===== src/include/dmsw_pkg.sv =====
// Register map, mode codes, timing and bus carriers of the drive mode switch block
// Function
// [RULE_01] In Operation Enabled, control starts the moment a new mode is selected.
// [RULE_02] Outside Operation Enabled, mode is stored; control starts on reaching Operation Enabled.
// [RULE_03] Analog and voltage modes take their set-point straight from the source at start.
// [RULE_04] Cyclic modes start at zero or current position; no set-point loaded before start.
// [RULE_05] Profile velocity starts at zero speed, profile position at current position.
// [RULE_06] Local position control: gearing/step use current position, analog source uses analog value.
// [RULE_07] Option bit 0 clear: keep set-points; PP/PV wait for a first new set-point.
// [RULE_08] Option bit 0 set: reset torque/speed to zero, position to actual on change.
// [RULE_09] Option bit 1 clear: position limits only clamp the commanded target position.
// [RULE_10] Option bit 1 set: limits act as switches in velocity/torque modes, stopping drive.
// [RULE_11] Option bit 2 clear: after controller start the drive sits in Switch On Disabled.
// [RULE_12] Option bit 2 set: after controller start the drive goes to Operation Enabled.
// [RULE_13] Option bit 3 clear: relative moves, immediate too, add to last set-point.
// [RULE_14] Option bit 3 set: immediate relative moves add to the actual position.
// [RULE_15] Option bit 4 set: ignore position limits in homing; clear: apply if bit 1.
// [RULE_16] Option bit 5 set: homing uses homing torque limits, else normal torque limits.
// [RULE_17] PP target comes from target position register, absolute or relative distance.
// [RULE_18] A PP move starts on a rising edge of controlword bit 4, never on level.
// [RULE_19] At move start the profile is fixed from current parameters, then issued stepwise.
// [RULE_20] Profile speed feedforward reaches the loop only when configured on.
// [RULE_21] Target reached shows only after position window time elapses inside the window.
// [RULE_22] Mode codes are signed 8-bit: -4,-3,-2,-1,0,1,3,6,8,9,10.
// [RULE_23] Controlword bit 6 selects absolute (0) or relative (1) target in PP.
// [RULE_24] Option bits 6 to 15 are stored and read back but have no effect.
package dmsw_pkg;
   // Register indices; byte address is four times the index
   localparam logic [13:0] IDX_CW = 14'h0000;
   localparam logic [13:0] IDX_DRV = 14'h0001;
   localparam logic [13:0] IDX_MODE = 14'h0002;
   localparam logic [13:0] IDX_TPOS = 14'h0003;
   localparam logic [13:0] IDX_TVEL = 14'h0004;
   localparam logic [13:0] IDX_TTRQ = 14'h0005;
   localparam logic [13:0] IDX_LMIN = 14'h0006;
   localparam logic [13:0] IDX_LMAX = 14'h0007;
   localparam logic [13:0] IDX_STEP = 14'h0008;
   localparam logic [13:0] IDX_WIN = 14'h0009;
   localparam logic [13:0] IDX_WTIME = 14'h000A;
   localparam logic [13:0] IDX_TLIM = 14'h000B;
   localparam logic [13:0] IDX_HLIM = 14'h000C;
   localparam logic [13:0] IDX_CFG = 14'h000D;
   localparam logic [13:0] IDX_STAT = 14'h0010;
   localparam logic [13:0] IDX_SPOS = 14'h0011;
   localparam logic [13:0] IDX_OPTS = 14'h233F;
   // Reset values
   localparam logic [15:0] OPTS_RST = 16'h0001;
   localparam logic [31:0] TLIM_RST = 32'h1770_1770;
   localparam logic [31:0] HLIM_RST = 32'h03E8_03E8;
   localparam logic [31:0] LMIN_RST = 32'h8000_0000;
   localparam logic [31:0] LMAX_RST = 32'h7FFF_FFFF;
   localparam logic [31:0] STEP_RST = 32'h0000_0001;
   localparam logic [31:0] WIN_RST = 32'h0000_0010;
   localparam logic [15:0] WTIME_RST = 16'h0000;
   // Option bit positions
   localparam int OPT_SPRST = 0;
   localparam int OPT_LIMSW = 1;
   localparam int OPT_AUTOEN = 2;
   localparam int OPT_IMMACT = 3;
   localparam int OPT_HIGNLIM = 4;
   localparam int OPT_HTRQ = 5;
   // Controlword and status bit positions
   localparam int CW_NEWSP = 4;
   localparam int CW_IMM = 5;
   localparam int CW_REL = 6;
   localparam int ST_REACHED = 10;
   localparam int ST_SPACK = 12;
   // Mode codes, signed 8-bit
   localparam logic [7:0] MODE_ATC = 8'hFC;
   localparam logic [7:0] MODE_AVC = 8'hFD;
   localparam logic [7:0] MODE_APC = 8'hFE;
   localparam logic [7:0] MODE_VOLT = 8'hFF;
   localparam logic [7:0] MODE_OFF = 8'h00;
   localparam logic [7:0] MODE_PP = 8'h01;
   localparam logic [7:0] MODE_PV = 8'h03;
   localparam logic [7:0] MODE_HOME = 8'h06;
   localparam logic [7:0] MODE_CSP = 8'h08;
   localparam logic [7:0] MODE_CSV = 8'h09;
   localparam logic [7:0] MODE_CST = 8'h0A;
   // Timing: window time counts in milliseconds
   localparam int CLK_NS = 40;
   localparam int MS_NS = 1000000;
   localparam int MS_CYC = MS_NS / CLK_NS;
   // Drive state machine
   typedef enum logic [2:0] {
      ST_BOOT = 3'b001,
      ST_DIS = 3'b010,
      ST_EN = 3'b100
   } dmsw_drv_e;
   // Classic Wishbone carriers
   typedef struct packed {
      logic cyc;
      logic stb;
      logic we;
      logic [3:0] sel;
      logic [15:0] adr;
      logic [31:0] dat;
   } dmsw_wb_req_s;
   typedef struct packed {
      logic ack;
      logic [31:0] dat;
   } dmsw_wb_rsp_s;
endpackage


===== src/hw/dmsw_top.sv =====
// Mode start/switch logic and profile position move start of the drive
//
// The implementer's own choice: register access over Wishbone.
`timescale 1ns/1ps
module dmsw_top
   import dmsw_pkg::*;
#(
   parameter int MS_CYCLES = MS_CYC
)
(
   // Clock and reset
   input wire logic clk,
   input wire logic rst,
   // Register bus
   input dmsw_wb_req_s wb_i,
   output dmsw_wb_rsp_s wb_o,
   // Feedback and local set-point source
   input wire logic [31:0] act_pos,
   input wire logic [31:0] analog_sp,
   input wire logic src_analog,
   // Control outputs
   output logic power_en,
   output logic ctrl_run,
   output logic [31:0] sp_pos,
   output logic [31:0] sp_vel,
   output logic [15:0] sp_trq,
   output logic [15:0] sp_vlt,
   output logic [31:0] ff_vel,
   output logic [15:0] trq_lim_pos,
   output logic [15:0] trq_lim_neg,
   output logic limit_stop,
   output logic target_reached
);
   typedef struct packed {
      dmsw_drv_e dst;
      logic ack;
      logic [31:0] rdat;
      logic [15:0] cw;
      logic newsp_prev;
      logic [7:0] mode;
      logic [31:0] tpos;
      logic [31:0] tvel;
      logic [15:0] ttrq;
      logic [31:0] lmin;
      logic [31:0] lmax;
      logic [31:0] step;
      logic [31:0] win;
      logic [15:0] wtime;
      logic [31:0] tlim;
      logic [31:0] hlim;
      logic ff_en;
      logic [15:0] opts;
      logic run;
      logic pend;
      logic moving;
      logic [31:0] pp_tgt;
      logic [31:0] pp_step;
      logic [31:0] sp_pos;
      logic [31:0] sp_vel;
      logic [15:0] sp_trq;
      logic [15:0] sp_vlt;
      logic [31:0] ff_vel;
      logic stop;
      logic reached;
      logic sp_ack;
      logic [15:0] ms_cnt;
      logic [15:0] win_cnt;
      logic [31:0] tlim_out;
   } dmsw_state_s;

   dmsw_state_s s, n;
   logic acc, wr, mode_wr, sp_wr, start, lim_act, outside, in_win;
   logic [13:0] idx;
   logic [31:0] rv, wd, base, tgt, diff;

   // Signed clamp into the software position window
   function automatic logic [31:0] clamp(input logic [31:0] v, lo, hi);
      if ($signed(v) < $signed(lo))
         return lo;
      else if ($signed(v) > $signed(hi))
         return hi;
      return v;
   endfunction

   // Byte-lane merge of a write into the stored value
   function automatic logic [31:0] merge(input logic [31:0] o, d, input logic [3:0] sel);
      logic [31:0] r;
      r = o;
      for (int i = 0; i < 4; i++)
         if (sel[i])
            r[8*i +: 8] = d[8*i +: 8];
      return r;
   endfunction

   // Read-back multiplexer
   always_comb
   begin
      idx = wb_i.adr[15:2];
      case (idx)
         IDX_CW: rv = {16'h0000, s.cw};
         IDX_DRV: rv = {31'h0000_0000, s.dst == ST_EN};
         IDX_MODE: rv = {24'h00_0000, s.mode};
         IDX_TPOS: rv = s.tpos;
         IDX_TVEL: rv = s.tvel;
         IDX_TTRQ: rv = {16'h0000, s.ttrq};
         IDX_LMIN: rv = s.lmin;
         IDX_LMAX: rv = s.lmax;
         IDX_STEP: rv = s.step;
         IDX_WIN: rv = s.win;
         IDX_WTIME: rv = {16'h0000, s.wtime};
         IDX_TLIM: rv = s.tlim;
         IDX_HLIM: rv = s.hlim;
         IDX_CFG: rv = {31'h0000_0000, s.ff_en};
         IDX_STAT: rv = {19'h0_0000, s.sp_ack, 1'b0, s.reached, 5'h00, s.moving, s.pend,
                         s.stop, s.run, s.dst == ST_EN};
         IDX_SPOS: rv = s.sp_pos;
         IDX_OPTS: rv = {16'h0000, s.opts}; // RULE_24
         default: rv = 32'h0000_0000;
      endcase
   end

   // Next-state logic
   always_comb
   begin
      n = s;
      acc = wb_i.cyc & wb_i.stb & s.ack;
      wr = acc & wb_i.we;
      wd = merge(rv, wb_i.dat, wb_i.sel);
      mode_wr = 1'b0;
      sp_wr = 1'b0;
      base = 32'h0000_0000;
      tgt = 32'h0000_0000;
      diff = 32'h0000_0000;
      n.ack = wb_i.cyc & wb_i.stb & ~s.ack;
      n.rdat = n.ack ? rv : s.rdat;
      // Register writes take effect at the acknowledge edge
      if (wr)
      begin
         case (idx)
            IDX_CW: n.cw = wd[15:0];
            IDX_DRV: n.dst = wd[0] ? ST_EN : ST_DIS;
            IDX_MODE:
            begin
               n.mode = wd[7:0]; // RULE_22
               mode_wr = 1'b1;
            end
            IDX_TPOS:
            begin
               n.tpos = wd;
               sp_wr = 1'b1;
            end
            IDX_TVEL:
            begin
               n.tvel = wd;
               sp_wr = 1'b1;
            end
            IDX_TTRQ:
            begin
               n.ttrq = wd[15:0];
               sp_wr = 1'b1;
            end
            IDX_LMIN: n.lmin = wd;
            IDX_LMAX: n.lmax = wd;
            IDX_STEP: n.step = wd;
            IDX_WIN: n.win = wd;
            IDX_WTIME: n.wtime = wd[15:0];
            IDX_TLIM: n.tlim = wd;
            IDX_HLIM: n.hlim = wd;
            IDX_CFG: n.ff_en = wd[0];
            IDX_OPTS: n.opts = wd[15:0];
            default: ;
         endcase
      end
      // Controller start picks the drive state from the options
      if (s.dst == ST_BOOT)
         n.dst = s.opts[OPT_AUTOEN] ? ST_EN : ST_DIS; // RULE_11 RULE_12
      start = ((s.dst == ST_EN) & mode_wr) | ((s.dst != ST_EN) & (n.dst == ST_EN)); // RULE_01 RULE_02
      if (n.dst != ST_EN)
      begin
         n.run = 1'b0; // RULE_02
         n.reached = 1'b0;
         n.pend = 1'b0;
         n.moving = 1'b0;
      end
      else if (start)
      begin
         n.run = 1'b1;
         n.pend = 1'b0;
         n.moving = 1'b0;
         n.reached = 1'b0;
         unique case (n.mode)
            MODE_APC: n.sp_pos = src_analog ? analog_sp : act_pos; // RULE_03 RULE_06
            MODE_AVC: n.sp_vel = analog_sp; // RULE_03
            MODE_ATC: n.sp_trq = analog_sp[15:0]; // RULE_03
            MODE_VOLT: n.sp_vlt = analog_sp[15:0]; // RULE_03
            MODE_CSP: n.sp_pos = s.opts[OPT_SPRST] ? act_pos : n.tpos; // RULE_04 RULE_07 RULE_08
            MODE_CSV: n.sp_vel = s.opts[OPT_SPRST] ? 32'h0000_0000 : n.tvel; // RULE_04 RULE_07
            MODE_CST: n.sp_trq = s.opts[OPT_SPRST] ? 16'h0000 : n.ttrq; // RULE_04 RULE_08
            MODE_PP, MODE_PV:
            begin
               // Without reset the mode is entered on the first new set-point
               n.run = s.opts[OPT_SPRST]; // RULE_07
               n.pend = ~s.opts[OPT_SPRST];
               n.sp_pos = act_pos; // RULE_05 RULE_08
               n.sp_vel = 32'h0000_0000; // RULE_05
            end
            MODE_HOME: n.sp_vel = 32'h0000_0000;
            default: n.run = 1'b0;
         endcase
      end
      else if (s.pend & sp_wr)
      begin
         n.pend = 1'b0; // RULE_07
         n.run = 1'b1;
         if (s.mode == MODE_PV)
            n.sp_vel = n.tvel;
      end
      else if (s.run)
      begin
         // Track the source; cyclic set-points load only while running
         case (s.mode)
            MODE_APC: n.sp_pos = src_analog ? analog_sp : s.sp_pos; // RULE_06
            MODE_AVC: n.sp_vel = analog_sp;
            MODE_ATC: n.sp_trq = analog_sp[15:0];
            MODE_VOLT: n.sp_vlt = analog_sp[15:0];
            MODE_CSP: n.sp_pos = sp_wr ? n.tpos : s.sp_pos; // RULE_04
            MODE_CSV, MODE_PV: n.sp_vel = sp_wr ? n.tvel : s.sp_vel;
            MODE_CST: n.sp_trq = sp_wr ? n.ttrq : s.sp_trq;
            default: ;
         endcase
      end
      // Profile position move start on the bit 4 edge
      n.newsp_prev = s.cw[CW_NEWSP];
      // A mode start or disable in the same cycle takes priority over the move
      if (~start & s.run & n.run & (s.mode == MODE_PP) & s.cw[CW_NEWSP] & ~s.newsp_prev) // RULE_18
      begin
         base = (s.cw[CW_IMM] & s.opts[OPT_IMMACT]) ? act_pos : s.pp_tgt; // RULE_13 RULE_14
         tgt = s.cw[CW_REL] ? base + s.tpos : s.tpos; // RULE_17 RULE_23
         n.pp_tgt = clamp(tgt, s.lmin, s.lmax); // RULE_09
         n.pp_step = s.step; // RULE_19
         n.moving = 1'b1;
         n.reached = 1'b0;
         n.sp_ack = 1'b1;
         n.win_cnt = 16'h0000;
      end
      else if (s.moving & s.run & n.run & ~start)
      begin
         // Issue the demand stepwise toward the latched target
         diff = s.pp_tgt - s.sp_pos; // RULE_19
         if (($signed(diff) <= $signed(s.pp_step)) && ($signed(diff) >= -$signed(s.pp_step)))
         begin
            n.sp_pos = s.pp_tgt;
            n.moving = 1'b0;
            n.ff_vel = 32'h0000_0000;
         end
         else
         begin
            n.sp_pos = $signed(diff) > 0 ? s.sp_pos + s.pp_step : s.sp_pos - s.pp_step;
            n.ff_vel = !s.ff_en ? 32'h0000_0000 :
                       $signed(diff) > 0 ? s.pp_step : -s.pp_step; // RULE_20
         end
      end
      if (~s.cw[CW_NEWSP])
         n.sp_ack = 1'b0;
      // Target reached after the window time spent inside the window
      diff = act_pos - s.pp_tgt;
      in_win = ($signed(diff) <= $signed(s.win)) && ($signed(diff) >= -$signed(s.win));
      n.ms_cnt = (s.ms_cnt >= 16'(MS_CYCLES - 1)) ? 16'h0000 : s.ms_cnt + 16'h0001;
      if (!(s.run & (s.mode == MODE_PP) & ~s.moving & in_win))
         n.win_cnt = 16'h0000;
      else if (s.win_cnt >= s.wtime)
         n.reached = ~n.moving; // RULE_21
      else if (s.ms_cnt == 16'h0000)
         n.win_cnt = s.win_cnt + 16'h0001;
      // Position limits as switches in velocity, torque and homing modes
      lim_act = s.opts[OPT_LIMSW] & ((s.mode == MODE_PV) | (s.mode == MODE_CSV) |
                (s.mode == MODE_CST) | (s.mode == MODE_AVC) | (s.mode == MODE_ATC) |
                ((s.mode == MODE_HOME) & ~s.opts[OPT_HIGNLIM])); // RULE_10 RULE_15
      outside = ($signed(act_pos) < $signed(s.lmin)) | ($signed(act_pos) > $signed(s.lmax));
      n.stop = lim_act & outside & s.run; // RULE_10
      if (n.stop)
      begin
         n.sp_vel = 32'h0000_0000;
         n.sp_trq = 16'h0000;
      end
      // Torque limit selection
      n.tlim_out = ((s.mode == MODE_HOME) & s.opts[OPT_HTRQ]) ? s.hlim : s.tlim; // RULE_16
   end

   // State register
   always_ff @(posedge clk or posedge rst)
   begin
      if (rst)
      begin
         s <= '0;
         s.dst <= ST_BOOT;
         s.opts <= OPTS_RST;
         s.tlim <= TLIM_RST;
         s.hlim <= HLIM_RST;
         s.tlim_out <= TLIM_RST;
         s.lmin <= LMIN_RST;
         s.lmax <= LMAX_RST;
         s.step <= STEP_RST;
         s.win <= WIN_RST;
         s.wtime <= WTIME_RST;
      end
      else
         s <= n;
   end

   // Outputs
   assign wb_o.ack = s.ack;
   assign wb_o.dat = s.rdat;
   assign power_en = s.dst == ST_EN;
   assign ctrl_run = s.run;
   assign sp_pos = s.sp_pos;
   assign sp_vel = s.sp_vel;
   assign sp_trq = s.sp_trq;
   assign sp_vlt = s.sp_vlt;
   assign ff_vel = s.ff_vel;
   assign trq_lim_pos = s.tlim_out[15:0];
   assign trq_lim_neg = s.tlim_out[31:16];
   assign limit_stop = s.stop;
   assign target_reached = s.reached;

   // Checks
   property p_ack_pulse; // Wishbone acknowledge, the implementer's choice
      @(posedge clk) disable iff (rst) s.ack |=> !s.ack;
   endproperty
   a_ack_pulse: assert property (p_ack_pulse) else $error("ack held two cycles"); // Wishbone acknowledge, the implementer's choice
   property p_mode_start;
      @(posedge clk) disable iff (rst)
         power_en && wr && idx == IDX_MODE && wd[7:0] == MODE_CSP |=> ctrl_run;
   endproperty
   a_mode_start: assert property (p_mode_start) else $error("no control on mode select"); // RULE_01
   property p_boot_dis;
      @(posedge clk) disable iff (rst) (s.dst == ST_BOOT) && !s.opts[OPT_AUTOEN] |=> !power_en;
   endproperty
   a_boot_dis: assert property (p_boot_dis) else $error("boot did not disable"); // RULE_11
   property p_boot_en;
      @(posedge clk) disable iff (rst) (s.dst == ST_BOOT) && s.opts[OPT_AUTOEN] |=> power_en;
   endproperty
   a_boot_en: assert property (p_boot_en) else $error("auto enable failed"); // RULE_12
   property p_no_run_dis;
      @(posedge clk) disable iff (rst) !power_en |-> !ctrl_run && !s.moving;
   endproperty
   a_no_run_dis: assert property (p_no_run_dis) else $error("run while disabled"); // RULE_02
   property p_csv_reset;
      @(posedge clk) disable iff (rst)
         power_en && wr && idx == IDX_MODE && wd[7:0] == MODE_CSV && s.opts[OPT_SPRST]
         |=> ctrl_run && sp_vel == 32'h0000_0000;
   endproperty
   a_csv_reset: assert property (p_csv_reset) else $error("csv start not zero"); // RULE_08
   property p_csp_keep;
      @(posedge clk) disable iff (rst)
         power_en && wr && idx == IDX_MODE && wd[7:0] == MODE_CSP && !s.opts[OPT_SPRST]
         |=> sp_pos == $past(s.tpos);
   endproperty
   a_csp_keep: assert property (p_csp_keep) else $error("csp lost last set-point"); // RULE_07
   property p_level_no_start;
      @(posedge clk) disable iff (rst)
         !s.moving && s.newsp_prev && s.cw[CW_NEWSP] ##1 !s.cw[CW_NEWSP] |-> !s.moving;
   endproperty
   a_level_no_start: assert property (p_level_no_start) else $error("move on level"); // RULE_18
   property p_reached_still;
      @(posedge clk) disable iff (rst) target_reached |-> !s.moving && ctrl_run;
   endproperty
   a_reached_still: assert property (p_reached_still) else $error("reached while moving"); // RULE_21
   property p_tgt_clamped;
      @(posedge clk) disable iff (rst)
         s.moving |-> $signed(s.pp_tgt) >= $signed(s.lmin) && $signed(s.pp_tgt) <= $signed(s.lmax);
   endproperty
   a_tgt_clamped: assert property (p_tgt_clamped) else $error("target beyond limit"); // RULE_09
   property p_home_trq;
      @(posedge clk) disable iff (rst)
         s.mode == MODE_HOME && s.opts[OPT_HTRQ] ##1 $stable(s.hlim) |-> trq_lim_pos == s.hlim[15:0];
   endproperty
   a_home_trq: assert property (p_home_trq) else $error("homing torque limit unused"); // RULE_16
endmodule


===== config.mk =====
export PLATFORM = sky130hd
export DESIGN_NAME = dmsw_top
export DESIGN_NICKNAME = d
export VERILOG_FILES = /design/src/include/dmsw_pkg.sv /design/src/hw/dmsw_top.sv
export SDC_FILE = /design/constraint.sdc
export NUM_CORES = 2
export LEC_CHECK = 0
export BUFFER_PORTS_ARGS = -buffer_cell sky130_fd_sc_hd__buf_2
export CORE_MARGIN = 4
export CORE_UTILIZATION = 51
export CTS_CLUSTER_SIZE = 24
export DETAILED_ROUTE_END_ITERATION = 16
export HOLD_SLACK_MARGIN = 0.02
export PLACE_DENSITY = 0.69
export SLEW_MARGIN = 25
export SYNTH_ARGS = -nofsm -noshare
export SYNTH_HDL_FRONTEND = slang
export SYNTH_SLANG_ARGS = --single-unit

===== constraint.sdc =====
create_clock -name clk -period 28.1 [get_ports clk]
set_input_delay 4.215 -clock clk [delete_from_list [all_inputs] [get_ports clk]]
set_output_delay 4.215 -clock clk [all_outputs]
set_load 0.05 [all_outputs]

# Yosys cells after proc, flatten, opt, wreduce, memory -nomap -nowiden
# Cells that the tools add are included.
[totals]
regBits = 628
ram_bits = 0
memories = 0
output_inout_bits = 197
latchBits = 0
input_bits = 122
romBits = 0
[op_classes]
n_div = 0
add_sub_neg = 10
shifts = 0
mux = 88
mul = 0
n_reduce_logical = 30
bitwise = 40
n_eq_ne = 51
order_cmp = 11
[op_table]
columns = ["operator", "n"]
rows = [
  ["32-bit two-way mux", 31],
  ["32-bit one-hot mux with 17 select lines", 1],
  ["313-bit two-way mux", 1],
  ["96-bit two-way mux", 3],
  ["16-bit two-way mux", 12],
  ["32-bit one-hot mux with 3 select lines", 2],
  ["32-bit one-hot mux with 2 select lines", 2],
  ["32-bit negator", 3],
  ["32-bit subtractor", 3],
  ["14-bit by 4-bit equality test with 1-bit output, second input constant", 6],
  ["32-bit adder", 2],
  ["8-bit equality test, second input constant", 8],
  ["32-bit >= comparator", 2],
  ["32-bit greater-than comparator", 2],
  ["32-bit <= comparator", 2],
  ["32-bit < comparator", 2],
  ["16-bit one-hot mux with 2 select lines", 2],
  ["14-bit by 3-bit equality test with 1-bit output, second input constant", 4],
  ["8-bit by 4-bit equality test with 1-bit output, second input constant", 6],
  ["48-bit two-way mux", 1],
  ["8-bit two-way mux", 5],
  ["16-bit by 1-bit adder with 16-bit output, second input constant", 2],
  ["32-bit by 1-bit greater-than comparator with 1-bit output, second input constant", 1],
  ["14-bit by 2-bit equality test with 1-bit output, second input constant", 2],
  ["other kinds (38)", 125],
]

# Longest topological paths before layout
[depth]
word_depth = 20
ltp_mapped = 32
mapped_depth_nobuf = 30

# Worst setup path before layout
# No wires, ideal clock.
[synth_path]
kind = "input-to-reg"
start = "input port act_pos[7]"
end = "register s[255] (netlist bit)"
setup_ns = 0.132
cell_stages = 28
path_slack_ns = 18.128
t_required_ns = 27.968
arrival_time_ns = 9.840
path_cell_list = "mux2_2 -> ha_1 -> clkbuf_1 -> a21oi_1 -> and2_1 -> a211o_1 -> nand3_1 -> o311ai_0 -> a31o_2 -> o21a_1 -> o31ai_1 -> a21oi_1 -> a311oi_1 -> xnor2_1 -> ha_1 -> nand4_1 -> nor2_1 -> and3_1 -> nand2_1 -> or3_1 -> o21ai_0 -> mux2i_1 -> nor2_1 -> clkbuf_1 -> clkbuf_1 -> mux2_2 -> o21ai_0 -> o21ai_0"
[synth_between]
elab_chain_len = 8
elab_cells_between_ends = 10
cone_classes = "add/sub: 1; order compare: 2; mux: 7"
[synth_lines]
columns = ["item", "line_no", "text"]
rows = [
  ["from (decl)", "dmsw_top.sv:18", "input wire logic [31:0] act_pos,"],
  ["32-bit two-way mux (*)", "dmsw_top.sv:237", "base = (s.cw[CW_IMM] & s.opts[OPT_IMMACT]) ? act_pos : s.pp_tgt;"],
  ["32-bit adder (*)", "dmsw_top.sv:238", "tgt = s.cw[CW_REL] ? base + s.tpos : s.tpos;"],
  ["32-bit two-way mux (*)", "dmsw_top.sv:238", ""],
  ["32-bit greater-than comparator", "dmsw_top.sv:80", "else if ($signed(v) > $signed(hi))"],
  ["1-bit two-way mux", "dmsw_top.sv:80", ""],
  ["1-bit two-way mux", "dmsw_top.sv:78", "if ($signed(v) < $signed(lo))"],
  ["1-bit two-way mux", "dmsw_top.sv:235", "if (~start & s.run & n.run & (s.mode == MODE_PP) & s.cw[CW_NEWSP] & ~s.newsp_prev)"],
  ["32-bit two-way mux (*)", "dmsw_top.sv:82", "return v;"],
  ["to (signal assigned)", "dmsw_top.sv:308", "s <= n;"],
  ["to (decl)", "dmsw_top.sv:71", "dmsw_state_s s, n;"],
]
# Every way passes the cells marked *; elsewhere a longest branch is shown, timed or not. The select of a mux whose other input is x is not followed.
# A chain may end at the register's enable or synchronous reset.

# Worst setup path in the final report
[layout_path]
start = "input port act_pos[7]"
end = "register s[236] (netlist bit)"
# Same word-level chain as after synthesis.

==> impl_metrics.ini <==
[outcome]
outcome = finished, final reports clean

[sta]
setup_viol = 0
finalCritPeriodShare = 0.4170
period_minus_slack_ns = 11.72
rsz0062_at_grt = false
finClkSkew_ns = 0.02840
max_freq_mhz = 85.34
slew_violations = 0
final_hold_viol_count = 0
tightest_slew_ns = 1.153
finalSetupTns_ns = 0
slew_headroom = 0.2230

[placed_design]
dp_cells = 6940
numPortBuffers = 316
gp_routability_congestion = 1.106
dp.final_hpwl_um = 156000

[cells_and_area]
fill_cells = 8698
utilization = 0.5632
layout-drive-gt1-share = 0.1578
layout.nets = 6287
layout_commonest_cell = nand2_1
layout_common_cells = nand2_1 (740), o21ai_0 (599), dfrtp_1 (552)
areaGrowthSynthToFinish_pct = 9.163
stdcell_count = 7089

[worst_setup_path]
crit_path_start_kind = input port
r2r_start = s[265]
endpoint_kind = flip-flop
startpoint = act_pos[7]
reg2reg_to = s[236]
r2r_cells = 27
critPathBufInv = 2
regToRegSetupSlack_ns = 19.00
path_common_cell = o21ai_0
path_class = input port to flip-flop
max_stage_delay_ns = 0.58
arrival_ns = 12.24
path_depth = 27
critPathCapture = s[236]
cp_slowest_cell = o21ai_0
critPathMaxFanout = 29
cp_top_family = compound AO/OA/AOI/OAI gates
critPathRequiredTime_ns = 28.62

[grt]
grt_pass1_vias = 43230
grt_overflow = 0
grt_max_degree = 90
track_usage = 0.3928
grt_pass1_wl_um = 289800
antenna_found_initial = 18

[route]
finalWirelength_um = 200700
first_pass_iters = 7
num_vias = 46190
ant_nets = 0
drc_errors = 0
first_iter_violations = 6086
wl_per_cell_um = 28.31
post_drt_via_cell_ratio = 6.515

[power_and_ir_drop]
p_per_area_nw_per_um2 = 40.88
leakage_nw = 23.92
power_frac_clock = 0.497
ir_worst_vdd_mv = 0.04672
p_comb_frac = 0.081
p_sw_mw = 0.5683
p_int_mw = 1.587
seqPwrFrac = 0.422
swShare = 0.2637

[floorplan]
die-area_sq_um = 99690
initial_core_util = 0.5160
row_count = 112
core_area_sq_um = 93610
die_h_um = 315.7
dieWidth_um = 315.7
ios = 319

[clocking]
clockBufferDepth = 3
cts_resized = 0
clkLatencyLatePin_ns = 0.68
cts_root_buffer = clkbuf_16
cts-hold-fix-buffers = 0
numCtsBuffers = 75
clkSinkCount = 628
path_clk_slew_ns = 0.06
tritoncts = yes
htree_num_levels = 3
postCtsSetupRepairBufs = 0

[logic_synthesis]
synth-async-reset-ratio = 1.000
yosysSeqAreaShare = 0.3273
synth_flop_cell = dfrtp_1
synth_fa_ha_area_frac = 0.1048
synth_xor_area_frac = 0.03862
postSynthAreaPerCell_sq_um = 8.368
ys_warn_count = 0
synth_compound_area_frac = 0.2271
synthSimpleGateAreaFrac = 0.1687
synth_seq_cells = 628
synth.distinct_cells = 92
synth-edff-count = 0
synthesis.nets = 6296
synth_top_family_by_area = compound AO/OA/AOI/OAI gates
syn_area_sq_um = 48300
muxShareOfSynthArea = 0.05212
synth_cells = 5772

[worst_hold_path]
hp-class = flip-flop to flip-flop

[run]
cap_violations = 0
## worst min-delay path by stage
stage	from	end	slack (ns)	depth (start not counted)
2_1_floorplan	n[575]	s[575]	0.41	0
3_3_place_gp	wb_o[20]	wb_o[20]	0.45	2
3_5_place_dp	wb_o[30]	wb_o[30]	0.45	2
4_1_cts	wb_o[30]	wb_o[30]	0.47	2
5_1_grt	s[625]	s[625]	0.50	1
6_report	wb_o[30]	wb_o[30]	0.46	2
## metal layers
| layer | GRT usage | wire (um) |
|---|---|---|
| met1 | 0.5349 | 80900 |
| met2 | 0.5491 | 79740 |
| met3 | 0.1441 | 28090 |
| met4 | 0.1931 | 11900 |
| met5 | 0 | 55 |
## registers in the layout, indices dropped and copies added, names as in the netlist
name,cells
wb_o,33
n,1
sp_vlt,16
trq_lim_pos,16
sp_vel,32
ff_vel,32
s,431
limit_stop,1
trq_lim_neg,16
ctrl_run,1
target_reached,1
sp_pos,32
sp_trq,16
## through the flow
step | hold WS, ns | setup slack [ns] | cell area (sq um) | total power [mW]
final | 0.4594 | 16.38 | 52730 | 2.155
after global routing | 0.4952 | 16.38 | 52710 | 2.212
after CTS | 0.4652 | 16.65 | 52680 | 2.159
after detailed placement | 0.4519 | 15.96 | 50000 | 1.093
after global placement | 0.4503 | 16.05 | 49920 | 1.091
after floorplan | 0.4110 | 6.422 | 48300 | 1.025
## synth_stat cells (all sizes together) (35+ instances only)
library cell	number	area, sq um
nor3	109	545.5
a22o	47	411.6
o31ai	54	500.5
a31oi	62	387.9
nor2	340	1276
nand2b	46	287.8
o21a	67	503.0
ha	398	4980
inv	319	1197
xnor2	171	1498
mux2i	76	760.7
a221o	35	350.3
nor4	65	419.2
buf	230	1614
nor2b	52	325.3
mux2	152	1712
clkbuf	297	1115
o21ai	603	3022
dfrtp	552	13810
dfstp	76	1997
nand3	109	545.5
a211oi	48	360.4
o22ai	35	219.0
xor2	42	367.9
a22oi	83	623.1
a21o	126	945.9
nand2	754	2830
a21oi	300	1528
a222oi	48	480.5
nand4	94	588.1
## cells by family after synthesis
logic type / count (synthesis)
AND/OR/NAND/NOR: 1754
AO/OA/AOI/OAI: 1698
buffers and inverters: 846
flip-flops: 628
adder cells (fa/ha/maj): 402
multiplexers: 230
XOR/XNOR: 213
other: 1
## final cells by class
type                       instances  area [sq um]  area share
timing repair buffer             441          2544     0.04824
sequential                       628         15810      0.2999
clock inverter                    39         579.3     0.01099
tap                             1254          1569     0.02976
antenna                           12         30.03   0.0005695
inverter                         319          1205     0.02285
multi-input combinational       4298         28880      0.5478
clock buffer                      98          2105     0.03991
## power by group through the flow
stage / logic, mW / clock network, mW / registers, mW
detailed placement: 0.168 / 0 / 0.925
CTS: 0.169 / 1.08 / 0.909
global placement: 0.166 / 0 / 0.925
global route: 0.186 / 1.12 / 0.909
floorplan: 0.100 / 0 / 0.925
finish: 0.174 / 1.07 / 0.909
## worst register-to-register path, cell delays in order (launching register included)
cell	delay, ns
dfrtp_1	0.40
nand2_1	0.08
buf_4	0.45
mux2_2	0.46
ha_1	0.35
a21o_1	0.22
a31o_2	0.21
a211oi_1	0.24
nand3_1	0.24
o311ai_0	0.73
a31o_2	0.29
o21a_1	0.25
o31ai_1	0.18
a311oi_1	0.49
xnor2_1	0.23
ha_1	0.40
nand4_1	0.11
nor2_1	0.20
and3_1	0.27
nand2_1	0.10
or3_1	0.48
o21ai_0	0.58
mux2i_1	0.26
nor2_4	0.34
buf_4	0.47
mux2_2	0.43
o21ai_0	0.36
o21ai_0	0.13
Power figures use the tool's default switching activity.
